[src/verilog/tmp_pkg.sv]
// Package of constants for the touch message port
// Contract
// - Answer bus address 0x4B, bit0 read
// - Two pointer bytes, low then high
// - Write data to pointer, incrementing
// - STOP after write restores start pointer
// - Read increments; NACK restores start pointer
// - Pointer rewinds between continuous messages
// - Count byte first, then message bytes
// - Final NACK rewinds to count location
// - Alert asserted when new message available
// - Coordinates span 4096 steps per axis
// - Alert is active low open drain
// - Alert held low while messages queued
// - Report id 38h..47h per touch
// - Empty queue returns report id 255
package tmp_pkg;
    localparam logic [6:0]  BUS_ADDR       = 7'h4B;
    localparam logic [15:0] MSG_COUNT_ADDR = 16'h0182;
    localparam logic [15:0] MSG_PROC_ADDR  = 16'h0183;
    localparam logic [15:0] PTR_RESET      = 16'h0000;
    localparam int          MSG_BYTES      = 10;
    localparam logic [3:0]  MSG_LAST_OFS   = 4'h9;
    localparam logic [7:0]  REPORT_ID_BASE = 8'h38;
    localparam logic [7:0]  REPORT_INVALID = 8'hFF;
    localparam int          QUEUE_DEPTH    = 16;
    localparam int          COORD_BITS     = 12;
    localparam logic [3:0]  BITS_PER_BYTE  = 4'h8;

    typedef enum logic [6:0]
    {
        ST_IDLE    = 7'b0000001,
        ST_ADDR    = 7'b0000010,
        ST_ADDR_AK = 7'b0000100,
        ST_WR_BYTE = 7'b0001000,
        ST_WR_AK   = 7'b0010000,
        ST_RD_BYTE = 7'b0100000,
        ST_RD_AK   = 7'b1000000
    } tmp_state_type;
endpackage

[src/verilog/tmp_port.sv]
// Touch message port: bus target, pointer, message queue, alert line
`timescale 1ns/1ps
module tmp_port
#(
    parameter int DEPTH = tmp_pkg::QUEUE_DEPTH
)
(
    input  wire logic        clk_i,
    input  wire logic        reset_i,
    input  wire logic        clk_en_i,
    input  wire logic        scl_i,
    input  wire logic        sda_i,
    output logic             sda_o,
    output logic             sda_oe_n_o,
    output logic             change_alert_n_o,
    output logic             change_alert_oe_n_o,
    input  wire logic        msg_valid_i,
    input  wire logic [3:0]  msg_touch_i,
    input  wire logic [7:0]  msg_status_i,
    input  wire logic [11:0] msg_x_i,
    input  wire logic [11:0] msg_y_i,
    input  wire logic [7:0]  msg_area_i,
    output logic             msg_ready_o,
    output logic             wr_stb_o,
    output logic [15:0]      wr_addr_o,
    output logic [7:0]       wr_data_o,
    output logic [15:0]      rd_addr_o,
    input  wire logic [7:0]  rd_data_i
);
    localparam int AW  = $clog2(DEPTH);
    localparam int REC = 4 + 8 + 2 * tmp_pkg::COORD_BITS + 8;

    logic                  scl_s;
    logic                  sda_s;
    logic                  scl_d_r;
    logic                  sda_d_r;
    logic                  scl_rise;
    logic                  scl_fall;
    logic                  start_det;
    logic                  stop_det;
    tmp_pkg::tmp_state_type state_r;
    logic [3:0]            bit_cnt_r;
    logic [7:0]            shift_r;
    logic [7:0]            tx_r;
    logic                  read_dir_r;
    logic [1:0]            wr_idx_r;
    logic [15:0]           ptr_r;
    logic [15:0]           start_r;
    logic [REC-1:0]        queue_mem [DEPTH];
    logic [AW-1:0]         head_r;
    logic [AW-1:0]         tail_r;
    logic [AW:0]           count_r;
    logic                  push;
    logic                  pop;
    logic [REC-1:0]        head_rec;
    logic [15:0]           ofs16;
    logic [3:0]            ofs;
    logic                  in_msg;
    logic [7:0]            rd_byte;
    logic [7:0]            msg_byte;

    // Pin inputs cross into the clock domain
    tmp_sync u_sync_scl
    (
        .clk_i    (clk_i),
        .reset_i  (reset_i),
        .clk_en_i (clk_en_i),
        .async_i  (scl_i),
        .sync_o   (scl_s)
    );

    tmp_sync u_sync_sda
    (
        .clk_i    (clk_i),
        .reset_i  (reset_i),
        .clk_en_i (clk_en_i),
        .async_i  (sda_i),
        .sync_o   (sda_s)
    );

    // Delayed copies for edge and condition detection
    always_ff @(posedge clk_i)
    begin
        if (reset_i)
        begin
            scl_d_r <= 1'b1;
            sda_d_r <= 1'b1;
        end
        else if (clk_en_i)
        begin
            scl_d_r <= scl_s;
            sda_d_r <= sda_s;
        end
    end

    // Bus events, qualified by the clock enable
    assign scl_rise  = clk_en_i & scl_s & ~scl_d_r;
    assign scl_fall  = clk_en_i & ~scl_s & scl_d_r;
    assign start_det = clk_en_i & scl_s & scl_d_r & sda_d_r & ~sda_s;
    assign stop_det  = clk_en_i & scl_s & scl_d_r & ~sda_d_r & sda_s;

    // Read byte source: count, head message, or external store
    assign head_rec = queue_mem[head_r];
    assign ofs16    = ptr_r - tmp_pkg::MSG_PROC_ADDR;
    assign ofs      = ofs16[3:0];
    assign in_msg   = (ptr_r >= tmp_pkg::MSG_PROC_ADDR) && (ofs16 < 16'(tmp_pkg::MSG_BYTES));

    always_comb
    begin
        msg_byte = 8'h00;
        if (count_r == '0)
        begin
            msg_byte = (ofs == 4'h0) ? tmp_pkg::REPORT_INVALID : 8'h00;
        end
        else
        begin
            unique case (ofs)
                4'h0: msg_byte = tmp_pkg::REPORT_ID_BASE + {4'h0, head_rec[REC-1 -: 4]};
                4'h1: msg_byte = head_rec[39:32];
                4'h2: msg_byte = head_rec[27:20];
                4'h3: msg_byte = {4'h0, head_rec[31:28]};
                4'h4: msg_byte = head_rec[15:8];
                4'h5: msg_byte = {4'h0, head_rec[19:16]};
                4'h6: msg_byte = head_rec[7:0];
                default: msg_byte = 8'h00;
            endcase
        end
    end

    always_comb
    begin
        if (ptr_r == tmp_pkg::MSG_COUNT_ADDR)
            rd_byte = 8'(count_r);
        else if (in_msg)
            rd_byte = msg_byte;
        else
            rd_byte = rd_data_i;
    end

    // Queue push from the touch engine, pop after a message's last byte
    assign push = clk_en_i & msg_valid_i & msg_ready_o;
    assign pop  = (state_r == tmp_pkg::ST_RD_AK) & scl_rise & in_msg
                  & (ofs == tmp_pkg::MSG_LAST_OFS) & (count_r != '0);

    // Queue storage
    always_ff @(posedge clk_i)
    begin
        if (push)
            queue_mem[tail_r] <= {msg_touch_i, msg_status_i, msg_x_i, msg_y_i, msg_area_i};
    end

    // Queue pointers and occupancy
    always_ff @(posedge clk_i)
    begin
        if (reset_i)
        begin
            head_r  <= '0;
            tail_r  <= '0;
            count_r <= '0;
        end
        else if (clk_en_i)
        begin
            if (push)
                tail_r <= tail_r + 1'b1;
            if (pop)
                head_r <= head_r + 1'b1;
            if (push && !pop)
                count_r <= count_r + 1'b1;
            else if (pop && !push)
                count_r <= count_r - 1'b1;
        end
    end

    // Ready toward the touch engine, one slot reserved for the same-cycle push
    always_ff @(posedge clk_i)
    begin
        if (reset_i)
            msg_ready_o <= 1'b0;
        else if (clk_en_i)
            msg_ready_o <= (count_r < (AW+1)'(DEPTH - 1)) || ((count_r == (AW+1)'(DEPTH - 1)) && !push);
    end

    // Alert line: open drain, pulled low while messages wait
    always_ff @(posedge clk_i)
    begin
        if (reset_i)
        begin
            change_alert_n_o    <= 1'b0;
            change_alert_oe_n_o <= 1'b1;
        end
        else if (clk_en_i)
        begin
            change_alert_n_o    <= 1'b0;
            change_alert_oe_n_o <= (count_r == '0) && !push;
        end
    end

    // Bus protocol state machine
    always_ff @(posedge clk_i)
    begin
        if (reset_i)
        begin
            state_r    <= tmp_pkg::ST_IDLE;
            bit_cnt_r  <= '0;
            shift_r    <= '0;
            tx_r       <= '0;
            read_dir_r <= 1'b0;
            sda_oe_n_o <= 1'b1;
        end
        else if (stop_det)
        begin
            state_r    <= tmp_pkg::ST_IDLE;
            sda_oe_n_o <= 1'b1;
        end
        else if (start_det)
        begin
            state_r    <= tmp_pkg::ST_ADDR;
            bit_cnt_r  <= '0;
            sda_oe_n_o <= 1'b1;
        end
        else
        begin
            unique case (state_r)
                tmp_pkg::ST_IDLE:
                    sda_oe_n_o <= 1'b1;
                tmp_pkg::ST_ADDR, tmp_pkg::ST_WR_BYTE:
                begin
                    if (scl_rise)
                    begin
                        shift_r   <= {shift_r[6:0], sda_s};
                        bit_cnt_r <= bit_cnt_r + 1'b1;
                    end
                    else if (scl_fall && bit_cnt_r == tmp_pkg::BITS_PER_BYTE)
                    begin
                        bit_cnt_r <= '0;
                        if (state_r == tmp_pkg::ST_WR_BYTE)
                        begin
                            state_r    <= tmp_pkg::ST_WR_AK;
                            sda_oe_n_o <= 1'b0;
                        end
                        else if (shift_r[7:1] == tmp_pkg::BUS_ADDR)
                        begin
                            state_r    <= tmp_pkg::ST_ADDR_AK;
                            read_dir_r <= shift_r[0];
                            sda_oe_n_o <= 1'b0;
                        end
                        else
                            state_r <= tmp_pkg::ST_IDLE;
                    end
                end
                tmp_pkg::ST_ADDR_AK, tmp_pkg::ST_WR_AK:
                begin
                    if (scl_fall)
                    begin
                        if (state_r == tmp_pkg::ST_ADDR_AK && read_dir_r)
                        begin
                            state_r    <= tmp_pkg::ST_RD_BYTE;
                            tx_r       <= {rd_byte[6:0], 1'b0};
                            bit_cnt_r  <= 4'h1;
                            sda_oe_n_o <= rd_byte[7];
                        end
                        else
                        begin
                            state_r    <= tmp_pkg::ST_WR_BYTE;
                            sda_oe_n_o <= 1'b1;
                        end
                    end
                end
                tmp_pkg::ST_RD_BYTE:
                begin
                    if (scl_fall)
                    begin
                        if (bit_cnt_r == tmp_pkg::BITS_PER_BYTE)
                        begin
                            state_r    <= tmp_pkg::ST_RD_AK;
                            sda_oe_n_o <= 1'b1;
                        end
                        else
                        begin
                            sda_oe_n_o <= tx_r[7];
                            tx_r       <= {tx_r[6:0], 1'b0};
                            bit_cnt_r  <= bit_cnt_r + 1'b1;
                        end
                    end
                end
                tmp_pkg::ST_RD_AK:
                begin
                    if (scl_rise)
                        state_r <= sda_s ? tmp_pkg::ST_IDLE : tmp_pkg::ST_RD_AK;
                    else if (scl_fall)
                    begin
                        state_r    <= tmp_pkg::ST_RD_BYTE;
                        tx_r       <= {rd_byte[6:0], 1'b0};
                        bit_cnt_r  <= 4'h1;
                        sda_oe_n_o <= rd_byte[7];
                    end
                end
                default:
                    state_r <= tmp_pkg::ST_IDLE;
            endcase
        end
    end

    // Data line is only ever pulled low
    always_ff @(posedge clk_i)
    begin
        if (reset_i)
            sda_o <= 1'b0;
        else
            sda_o <= 1'b0;
    end

    // Address pointer and its saved start value
    always_ff @(posedge clk_i)
    begin
        if (reset_i)
        begin
            ptr_r    <= tmp_pkg::PTR_RESET;
            start_r  <= tmp_pkg::PTR_RESET;
            wr_idx_r <= '0;
        end
        else if (stop_det)
        begin
            ptr_r <= start_r;
        end
        else if (start_det)
        begin
            wr_idx_r <= '0;
            start_r  <= ptr_r;
        end
        else if (state_r == tmp_pkg::ST_WR_BYTE && scl_fall
                 && bit_cnt_r == tmp_pkg::BITS_PER_BYTE)
        begin
            if (wr_idx_r == 2'd0)
            begin
                ptr_r[7:0]   <= shift_r;
                start_r[7:0] <= shift_r;
                wr_idx_r     <= 2'd1;
            end
            else if (wr_idx_r == 2'd1)
            begin
                ptr_r[15:8]   <= shift_r;
                start_r[15:8] <= shift_r;
                wr_idx_r      <= 2'd2;
            end
            else
                ptr_r <= ptr_r + 16'h0001;
        end
        else if (state_r == tmp_pkg::ST_RD_AK && scl_rise)
        begin
            if (sda_s)
                ptr_r <= start_r;
            else if (in_msg && ofs == tmp_pkg::MSG_LAST_OFS)
                ptr_r <= tmp_pkg::MSG_PROC_ADDR;
            else
                ptr_r <= ptr_r + 16'h0001;
        end
    end

    // Write strobe toward the location store
    always_ff @(posedge clk_i)
    begin
        if (reset_i)
        begin
            wr_stb_o  <= 1'b0;
            wr_addr_o <= '0;
            wr_data_o <= '0;
        end
        else if (clk_en_i)
        begin
            wr_stb_o <= (state_r == tmp_pkg::ST_WR_BYTE) && scl_fall && !start_det && !stop_det
                        && (bit_cnt_r == tmp_pkg::BITS_PER_BYTE) && (wr_idx_r == 2'd2);
            wr_addr_o <= ptr_r;
            wr_data_o <= shift_r;
        end
    end

    // Read address follows the pointer
    always_ff @(posedge clk_i)
    begin
        if (reset_i)
            rd_addr_o <= '0;
        else if (clk_en_i)
            rd_addr_o <= ptr_r;
    end
endmodule // tmp_port

[src/verilog/tmp_sync.sv]
// Two-stage synchroniser for one pin input
`timescale 1ns/1ps
module tmp_sync
(
    input  wire logic clk_i,
    input  wire logic reset_i,
    input  wire logic clk_en_i,
    input  wire logic async_i,
    output logic      sync_o
);
    logic meta_r;

    // Pin idles high, so both stages reset high
    always_ff @(posedge clk_i)
    begin
        if (reset_i)
        begin
            meta_r <= 1'b1;
            sync_o <= 1'b1;
        end
        else if (clk_en_i)
        begin
            meta_r <= async_i;
            sync_o <= meta_r;
        end
    end
endmodule // tmp_sync
[config.mk]
export PLATFORM = sky130hd
export DESIGN_NAME = tmp_port
export DESIGN_NICKNAME = d
export VERILOG_FILES = /design/src/verilog/tmp_pkg.sv /design/src/verilog/tmp_port.sv /design/src/verilog/tmp_sync.sv
export SDC_FILE = /design/constraint.sdc
export NUM_CORES = 1
export LEC_CHECK = 0
export ABC_AREA = 1
export CELL_PAD_IN_SITES_DETAIL_PLACEMENT = 1
export CELL_PAD_IN_SITES_GLOBAL_PLACEMENT = 1
export CORE_MARGIN = 2
export CORE_UTILIZATION = 35
export CTS_BUF_LIST = sky130_fd_sc_hd__clkbuf_2
export CTS_CLUSTER_SIZE = 30
export DETAILED_ROUTE_END_ITERATION = 6
export DONT_BUFFER_PORTS = 1
export PLACE_DENSITY = 0.55
export SETUP_SLACK_MARGIN = 0.5
export SLEW_MARGIN = 5
export SYNTH_ARGS = -nofsm -noshare
export SYNTH_HDL_FRONTEND = slang
export SYNTH_HIERARCHICAL = 1
export SYNTH_SLANG_ARGS = --single-unit
[constraint.sdc]
create_clock -name clk_i -period 9.7 [get_ports clk_i]
set_clock_uncertainty 0.1 [all_clocks]
set_input_delay 2.425 -clock clk_i [delete_from_list [all_inputs] [get_ports clk_i]]
set_output_delay 2.425 -clock clk_i [all_outputs]
set_load 0.03 [all_outputs]
# After elaboration in Yosys (flattened, before gate mapping)
# Memory sizes are Yosys's and may differ from the RTL's. A register that Yosys moved wholly into a read port is not among the register bits.
# Cells that the tools add are included.
# word_totals
ff_bits,109
mem_bits_rw,704
in_bits,58
out_inout_bits,46
elab_cells,232
n_memories,1
# memory_table
memory,depth,word_bits,read_ports,rd_clocked_by_memory_dff,write_ports,line_no,source
queue_mem,16,44,1,1,1,tmp_port.sv:49,logic [REC-1:0] queue_mem [DEPTH];
# classes
add_sub_neg,8
n_lt_le_gt_ge,3
eq_ne,47
muxes,71
bitwise_logic,24
reduce_logical,52
# ops
cell,count
8-bit 2-to-1 mux,17
16-bit 2-to-1 mux,8
7-bit 2-to-1 mux,8
8-bit one-hot mux with 7 select lines,1
4-bit 2-to-1 mux,11
"3-bit inequality test, second input constant",12
7-bit one-hot mux with 5 select lines,1
8-bit one-hot mux with 3 select lines,1
"2-bit inequality test, second input constant",11
7-bit AND reduction,3
9-bit AND reduction,2
"16-bit by 1-bit adder with 16-bit output, second input constant",1
"16-bit by 9-bit == test with 1-bit output, second input constant",1
"16-bit by 9-bit greater-or-equal comparator with 1-bit output, second input constant",1
"16-bit by 4-bit less-than comparator with 1-bit output, second input constant",1
4-bit one-hot mux with 4 select lines,1
"16-bit by 9-bit subtractor with 16-bit output, second input constant",1
1-bit AND,15
1-bit logical AND,15
5-bit 2-to-1 mux,3
5-bit nonzero test,3
"7-bit == test, second input constant",2
"4-bit by 1-bit adder with 4-bit output, second input constant",3
"4-bit by 3-bit == test with 1-bit output, second input constant",3
37 further kinds,80

# Logic depth before layout (Yosys ltp)
# Gate-level depths: netlist of the first run.
# logic_depth
word_depth,10
mapped_depth,23
ltp_nobuf,22

# By module
# Netlist of the first run, hierarchy kept.
# by_module_without_submodules
module,n_inst,cells_each,area_per_inst_um2,seq_area_each_um2
tmp_port,1,3206,34396.7,23302.3
tmp_sync,2,10,72.6,40.0

# Worst setup path after synthesis of the first run
# OpenSTA, ideal clock, no wires.
# synth_path
kind,in2reg
from,in clk_en_i
to,"mem queue_mem[11][0] (netlist name), enable pin"
setup_time_ps,446
t_arrival_ps,4917
required_ps,9154
slack_ps,4237
path_stages,5
path_buffers,1
path_cell_list,buf_2 > nand3_1 > inv_1 > nand2_1 > nor2_1
# synth_via
elab_chain_cells,4
# synth_lines
item,line_no,source
from (decl),tmp_port.sv:10,"input wire logic clk_en_i,"
1-bit AND (2 in series),tmp_port.sv:141,assign push = clk_en_i & msg_valid_i & msg_ready_o;
1-bit 2-to-1 mux,tmp_port.sv:148,if (push)
1-bit 2-to-1 mux (not written as such),tmp_port.sv:149,"queue_mem[tail_r] <= {msg_touch_i, msg_status_i, msg_x_i, msg_y_i, msg_area_i};"
to (decl),tmp_port.sv:49,
# Every way passes these cells.

==> out/results.ini, run 1 <==
[run_status]
outcome=complete, no violations

[clock_tree]
clk_latency_ns=1.54
ctsHoldBuffers=0
clock_sinks=816
post_cts_resized=0
cts_tree=yes
h-tree-depth=4
postCtsSetupBuffers=0
clk_path_buf_depth=3
cts_buffers=214
clk_pin_slew_ns=0.11
root_buffer=clkbuf_2

[critical_path]
crit_type=register to output pin
cp_max_fo=3
path_depth=0
r2r-end=tx_r[2]
worst-r2r-setup-slack_ns=5.34
worst_r2r_path_depth=16
crit_path_end_kind=output pin
cp_data_arrival_time_ns=2.26
startpoint_type=register
cp-startpoint=rd_addr_o[7]
endpoint=wr_addr_o[7]
required_ns=7.18

[cells_and_area]
stdcell_count=4731
final_cell_mix=nand2_1 (875), edfxtp_1 (704), nand3_1 (571), clkbuf_2 (312), a21oi_1 (166)
nNetsFinal=3356
layout-area-overhead-vs-synth_pct=8.74
mostFrequentLayoutCell=nand2_1
final_area_mm2=0.0376
drive_gt1_share_pct=13.3
final_util_pct=38.3

[synth]
ys_top_cells_by_area=edfxtp_1 (61%), nand2_1 (9.5%), nand3_1 (8.3%)
syn-instance-count=3226
avgSynthCellArea_um2=10.7
yosysTopAreaCell=edfxtp_1
yosys_warnings=6
yosys.area.top_type_share_pct=61.2
synth_area_mm2=0.0345
synth_seq_cells=816
synth.distinct_cells=53
synth_seq_area_share_pct=67.7

[sta]
setup_viol_count_final=0
period_share_pct=49.3
finalHoldViolCount=0
holdWs_ns=0.366
grt_setup_unrepaired=false
worstMarginPinSlew_ns=1.09
period_needed_ns=4.79
final.setup.worst_slack_ns=4.91
slew_violations=0
max_freq_mhz=209
slew_headroom_pct=27.2
fin_setup_tns_ns=0

[grt]
grt_first_pass_wirelength_mm=164
gr-usage-met1_pct=27.8
grt_busiest_layer=met2
grt.met3_usage_pct=4.37
met2_usage_pct=35.4
grt_max_degree=161
grt_pass1_vias=26800
grt_usage_pct=21.3
antenna_found_initial=2
grt_overflow=0

[route]
num_vias=25000
wire_per_inst_um=22.8
drt_iter0_markers=1506
ant_nets=0
drc=0
drt_pre_antenna_iters=5
wl_mm=108
avgViaCountPerCell=5.28

[place]
globalplace.congestion=0.819
dp.cells=4353
dp_hpwl_mm=61.7
port_buffers=0
dpl_worst_slack_ns=4.37
placed_area_mm2=0.0357

[floorplan]
die_y_um=318
die_x_um=318
fp-row-count=115
fp.dieArea_mm2=0.101
start_util_pct=35.2
io_pins=104
coreArea_mm2=0.0981

[power_and_ir_drop]
p_leak_nw=13.5
powerDensity_mw_per_mm2=172
power.total_mw=6.45
peakVddDrop_v=0.0000971

[flow_run]
drv_cap=0

[worst_hold_path]
hp-start=u_sync_sda/meta_r
hold_path_class=register to register

==> metal layers <==
layer  share of wire (%)  routed length [µm]  vias to the layer above
met1                  45               48500                    12600
met5                   0                   0                        -
met4                 2.2                2330                        0
li1                    -                   -                    11600
met2                  48               51700                      564
met3                 4.9                5290                      174
==> sequential cells by signal, summed over array words and instances, names as in the netlist, 2 cells and up, named ones only <==
signal	flops
queue_mem	704
tail_r	4
state_r	7
head_r	4
rd_addr_o	16
tx_r	7
wr_idx_r	2
bit_cnt_r	4
wr_data_o	8
start_r	16
shift_r	8
ptr_r	16
count_r	5
==> how the worst min path moves through the flow <==
stage,to,slack [ns],depth (start not counted)
finish,u_sync_sda/meta_r,0.37,2
detailed placement,u_sync_sda/meta_r,0.35,2
floorplan,bit_cnt_r[3],0.32,1
global placement,bit_cnt_r[3],0.33,1
CTS,bit_cnt_r[3],0.37,1
global route,bit_cnt_r[3],0.38,1
==> tightest hold or removal path, stage by stage (launching register included) <==
cell and delay (ns):
dfxtp_1 0.34, nand2_1 0.05, nand3_1 0.05
==> report_power, final <==
| part | switching, mW | total [mW] | internal, mW |
|---|---|---|---|
| clock | 1.47 | 2.36 | 0.895 |
| sequential | 0.0496 | 3.88 | 3.83 |
| combinational | 0.147 | 0.210 | 0.0628 |
| total | 1.66 | 6.45 | 4.79 |
==> Yosys cell counts (all sizes together) <==
cell,instances
a221oi,6
dfxtp,112
nand3b,2
o211ai,14
a21oi,166
buf,125
ha,15
or2,1
nand2,890
o22ai,4
a22oi,33
a31oi,16
nand4,16
edfxtp,704
nand3,573
a211oi,5
xor2,10
a41oi,2
nor3b,1
nor2,177
xnor2,4
inv,108
conb,1
o311ai,1
fa,1
clkinv,4
nor3,15
o31ai,2
o21ai,129
clkbuf,73
o211a,1
nor4,5
o221ai,6
o21a,1
and3,1
a21o,2
==> cells by family after synthesis <==
logic type / after synthesis / share of synthesized area, %
buffers and inverters: 310 / 3.91
flip-flops: 816 / 67.7
AO/OA/AOI/OAI: 388 / 6.32
AND/OR/NAND/NOR: 1681 / 21.1
XOR/XNOR: 14 / 0.355
adder cells (fa/ha/maj): 16 / 0.601
other: 1 / 0.0109
==> final cells by class <==
type | count | area (µm²)
well taps | 1287 | 1610
clock buffers | 312 | 1560
fillers | 11000 | 60600
repair buffers | 37 | 303
inverters | 112 | 439
diodes | 7 | 17.5
multi-input cells | 2101 | 9940
clock inverters | 59 | 294
flip-flops and latches | 816 | 23400
Power figures use the tool's default switching activity.
==> run 2: changes to the inputs <==
--- a/config.mk
+++ b/config.mk
@@ -5,7 +5,7 @@
 export SDC_FILE = /design/constraint.sdc
 export NUM_CORES = 1
 export LEC_CHECK = 0
-export ABC_AREA = 1
+export ABC_AREA = 0
 export CELL_PAD_IN_SITES_DETAIL_PLACEMENT = 1
 export CELL_PAD_IN_SITES_GLOBAL_PLACEMENT = 1
 export CORE_MARGIN = 2
@@ -14,7 +14,7 @@
 export CTS_CLUSTER_SIZE = 30
 export DETAILED_ROUTE_END_ITERATION = 6
 export DONT_BUFFER_PORTS = 1
-export PLACE_DENSITY = 0.55
+export PLACE_DENSITY = 0.52
 export SETUP_SLACK_MARGIN = 0.5
 export SLEW_MARGIN = 5
 export SYNTH_ARGS = -nofsm -noshare
==> constraint.sdc (replaced) <==
create_clock -name clk_i -period 4.98 [get_ports clk_i]
set_clock_uncertainty 0.1 [all_clocks]
set_input_delay 1.245 -clock clk_i [delete_from_list [all_inputs] [get_ports clk_i]]
set_output_delay 1.245 -clock clk_i [all_outputs]
set_load 0.03 [all_outputs]
==> out/results.ini, run 2 <==
[run_status]
outcome=complete, no violations  ; unchanged

[sta]
period_share_pct=79.5
slew_headroom_pct=25.9  ; was 27.2%
grt_setup_unrepaired=false  ; unchanged
holdWs_ns=0.271  ; was 0.366 ns
worstMarginPinSlew_ns=1.11  ; was 1.09 ns
max_freq_mhz=253
fin_setup_tns_ns=0  ; unchanged
setup_viol_count_final=0  ; unchanged
finalHoldViolCount=0  ; unchanged
period_needed_ns=3.96
slew_violations=0  ; unchanged

[floorplan]
fp-row-count=113  ; was 115
die_y_um=314  ; was 318 µm
fp.dieArea_mm2=0.0988  ; was 0.101 mm²
io_pins=104  ; unchanged
die_x_um=314  ; was 318 µm
start_util_pct=35.4  ; was 35.2%
coreArea_mm2=0.0952  ; was 0.0981 mm²

[critical_path]
worst_r2r_path_depth=15  ; was 16
path_buf_inv=1
crit_type=register to register  ; was register to output pin
crit_path_max_incr_delay_ns=0.81
startpoint_type=register  ; unchanged
cp_max_fo=21  ; was 3
path_cells=nor3_2, a2111oi_1, a31o_1, nand4_1, nor2_1, nand3_1, ha_1, inv_1, ha_1, a21o_1, a21oi_1, xnor2_1, nand2_1, xnor2_1, nor2_1
slowest_stage=dfxtp_1
crit_path_end_kind=register  ; was output pin
cpLargestDelayFamily=compound AO/OA/AOI/OAI gates
path_depth=15  ; was 0
cp_data_arrival_time_ns=5.21  ; was 2.26 ns
required_ns=6.23  ; was 7.18 ns

[power_and_ir_drop]
p_leak_nw=12.3  ; was 13.5 nW
powerDensity_mw_per_mm2=329  ; was 172 mW/mm²
power.total_mw=12.5  ; was 6.45 mW
peakVddDrop_v=0.000188  ; was 0.0000971 V

[place]
dp_hpwl_mm=55.8  ; was 61.7 mm
dp.cells=3162  ; was 4353
port_buffers=0  ; unchanged
globalplace.congestion=0.828  ; was 0.819

[route]
drc=0  ; unchanged
wire_per_inst_um=27.1  ; was 22.8 µm
drt_iter0_markers=1385  ; was 1506
drt_pre_antenna_iters=5  ; unchanged
avgViaCountPerCell=5.39  ; was 5.28
num_vias=19500  ; was 25000
ant_nets=0  ; unchanged
wl_mm=97.7  ; was 108 mm

[synth]
synth.distinct_cells=86  ; was 53
synth_commonest_cells=edfxtp_1 (704), mux4_2 (188), nor2_1 (129)  ; was nand2_1 (875), edfxtp_1 (704), nand3_1 (571)
synth_flop_cell=edfxtp_1  ; unchanged
synth_most_common_cell=edfxtp_1  ; was nand2_1
yosysTopAreaCell=edfxtp_1  ; unchanged
yosys.area.top_type_share_pct=62.7  ; was 61.2%
synth_seq_area_share_pct=69.4  ; was 67.7%
syn-instance-count=1981  ; was 3226
synth_area_mm2=0.0337  ; was 0.0345 mm²
synth_edf_count=704  ; unchanged
synth_seq_cells=816  ; unchanged
ys_top_cells_by_area=edfxtp_1 (63%), mux4_2 (13%), dfxtp_1 (6.7%)  ; was edfxtp_1 (61%), nand2_1 (9.5%), nand3_1 (8.3%)
yosys_warnings=6  ; unchanged
synthArstFlopShare_pct=0  ; unchanged
avgSynthCellArea_um2=17.0  ; was 10.7 µm²

[cells_and_area]
multi_input_area_mm2=0.00964  ; was 0.00994 mm²
drive_gt1_share_pct=27.4  ; was 13.3%
layout-area-overhead-vs-synth_pct=12.6  ; was 8.74%
nNetsFinal=2247  ; was 3356
stdcell_count=3611  ; was 4731
largest_reg_flops=704  ; unchanged
regMostFlops=queue_mem  ; unchanged
register_area_mm2=0.0234  ; about the same
fill_cells=9575  ; was 11000
final_cell_mix=edfxtp_1 (704), clkbuf_2 (327), mux4_2 (188), nor2_1 (117)  ; was nand2_1 (875), edfxtp_1 (704), nand3_1 (571), clkbuf_2 (312), a21oi_1 (166)
mostFrequentLayoutCell=edfxtp_1  ; was nand2_1

[grt]
grt_busiest_layer=met2  ; unchanged
grt_first_pass_wirelength_mm=144  ; was 164 mm
grt_max_degree=93  ; was 161
grt.met3_usage_pct=4.12  ; was 4.37%
met2_usage_pct=33.7  ; was 35.4%
gr-usage-met1_pct=26.3  ; was 27.8%
antenna_found_initial=12  ; was 2
grt_overflow=0  ; unchanged
grt_usage_pct=20.1  ; was 21.3%
grt_pass1_vias=20900  ; was 26800

[clock_tree]
clk_pin_slew_ns=0.11  ; about the same
postCtsSetupBuffers=0  ; unchanged
clk_path_buf_depth=3  ; unchanged
h-tree-depth=4  ; unchanged
cts_tree=yes  ; unchanged
clk_latency_ns=1.52  ; was 1.54 ns
root_buffer=clkbuf_2  ; unchanged
cts_buffers=213  ; was 214
clock_sinks=816  ; unchanged

[worst_hold_path]
hold_path_class=input port to register  ; was register to register
min_path_cells=3  ; was 2

[flow_run]
drv_cap=0  ; unchanged

## run 2: cell count changes after synthesis, moves of 17 or more
cell	change
a211oi_1	+21
a21oi_1	-117
buf_2	-43
clkbuf_1	-20
inv_1	-64
mux2i_1	+90
mux4_2	+188
nand2_1	-769
nand2b_1	+17
nand3_1	-526
nor2_1	-28
o21ai_0	-92
## run 2: what timing repair did
item | CTS | global route
hold buffers | 61 | 0
resized for setup | 0 | 3
hold endpoints to repair | 814 | 0
endpoints found under the setup margin | 0 | 1
## run 2: final timing paths
check	slack (ns)	to	startpoint
worst min register to register	0.36	tx_r[4]	tx_r[4]
worst max register to register	1.02	count_r[4]	ptr_r[3]
worst min-delay path	0.27	tail_r[0]	msg_valid_i
worst max-delay path	1.02	count_r[4]	ptr_r[3]
## run 2: final cells by class
type	instances	area share, %
multi-input combinational	1003	25.4
sequential	816	61.7
antenna	6	0.0396
timing repair buffer	111	3.25
tap	1265	4.17
clock inverter	55	0.890
inverter	28	0.277
clock buffer	327	4.31
## run 2: report_power, final
group	internal, mW	leakage (nW)	switching, mW
combinational	0.0924	3.52	0.197
clock	1.88	1.52	2.86
sequential	7.43	7.24	0.0228
total	9.40	12.3	3.08
## run 2: logic make-up after synthesis
family / share of synthesized area [%]
mux: 15.4
fa+ha+maj: 0.616
other cells: 0.0111
xor+xnor: 0.676
buf+inv: 2.43
flops: 69.4
simple gates: 6.00
compound gates: 5.45
## run 2: worst reg2reg max path: cells and delay by family (launching register included)
family | cells | cell delay [ns]
compound gates | 4 | 1.03
simple gates | 6 | 0.93
flops | 1 | 0.81
fa+ha+maj | 2 | 0.55
xor+xnor | 2 | 0.31
buf+inv | 1 | 0.17
## run 2: routing by layer
metal	up-vias	wire length [µm]
li1	8457	-
met2	498	48700
met4	16	1780
met5	-	97
met1	10300	42700
met3	153	4480
## run 2: stage by stage
stage / area, µm² / worst slack, ns / util, %
4_1_cts: 37900 / 0.814 / 39.9
6_report: 38000 / 1.02 / 39.9
2_1_floorplan: 33700 / 0.557 / -
3_3_place_gp: 35300 / 0.949 / 37.1
5_1_grt: 38000 / 0.578 / 39.9
3_5_place_dp: 35300 / 0.840 / 37.1
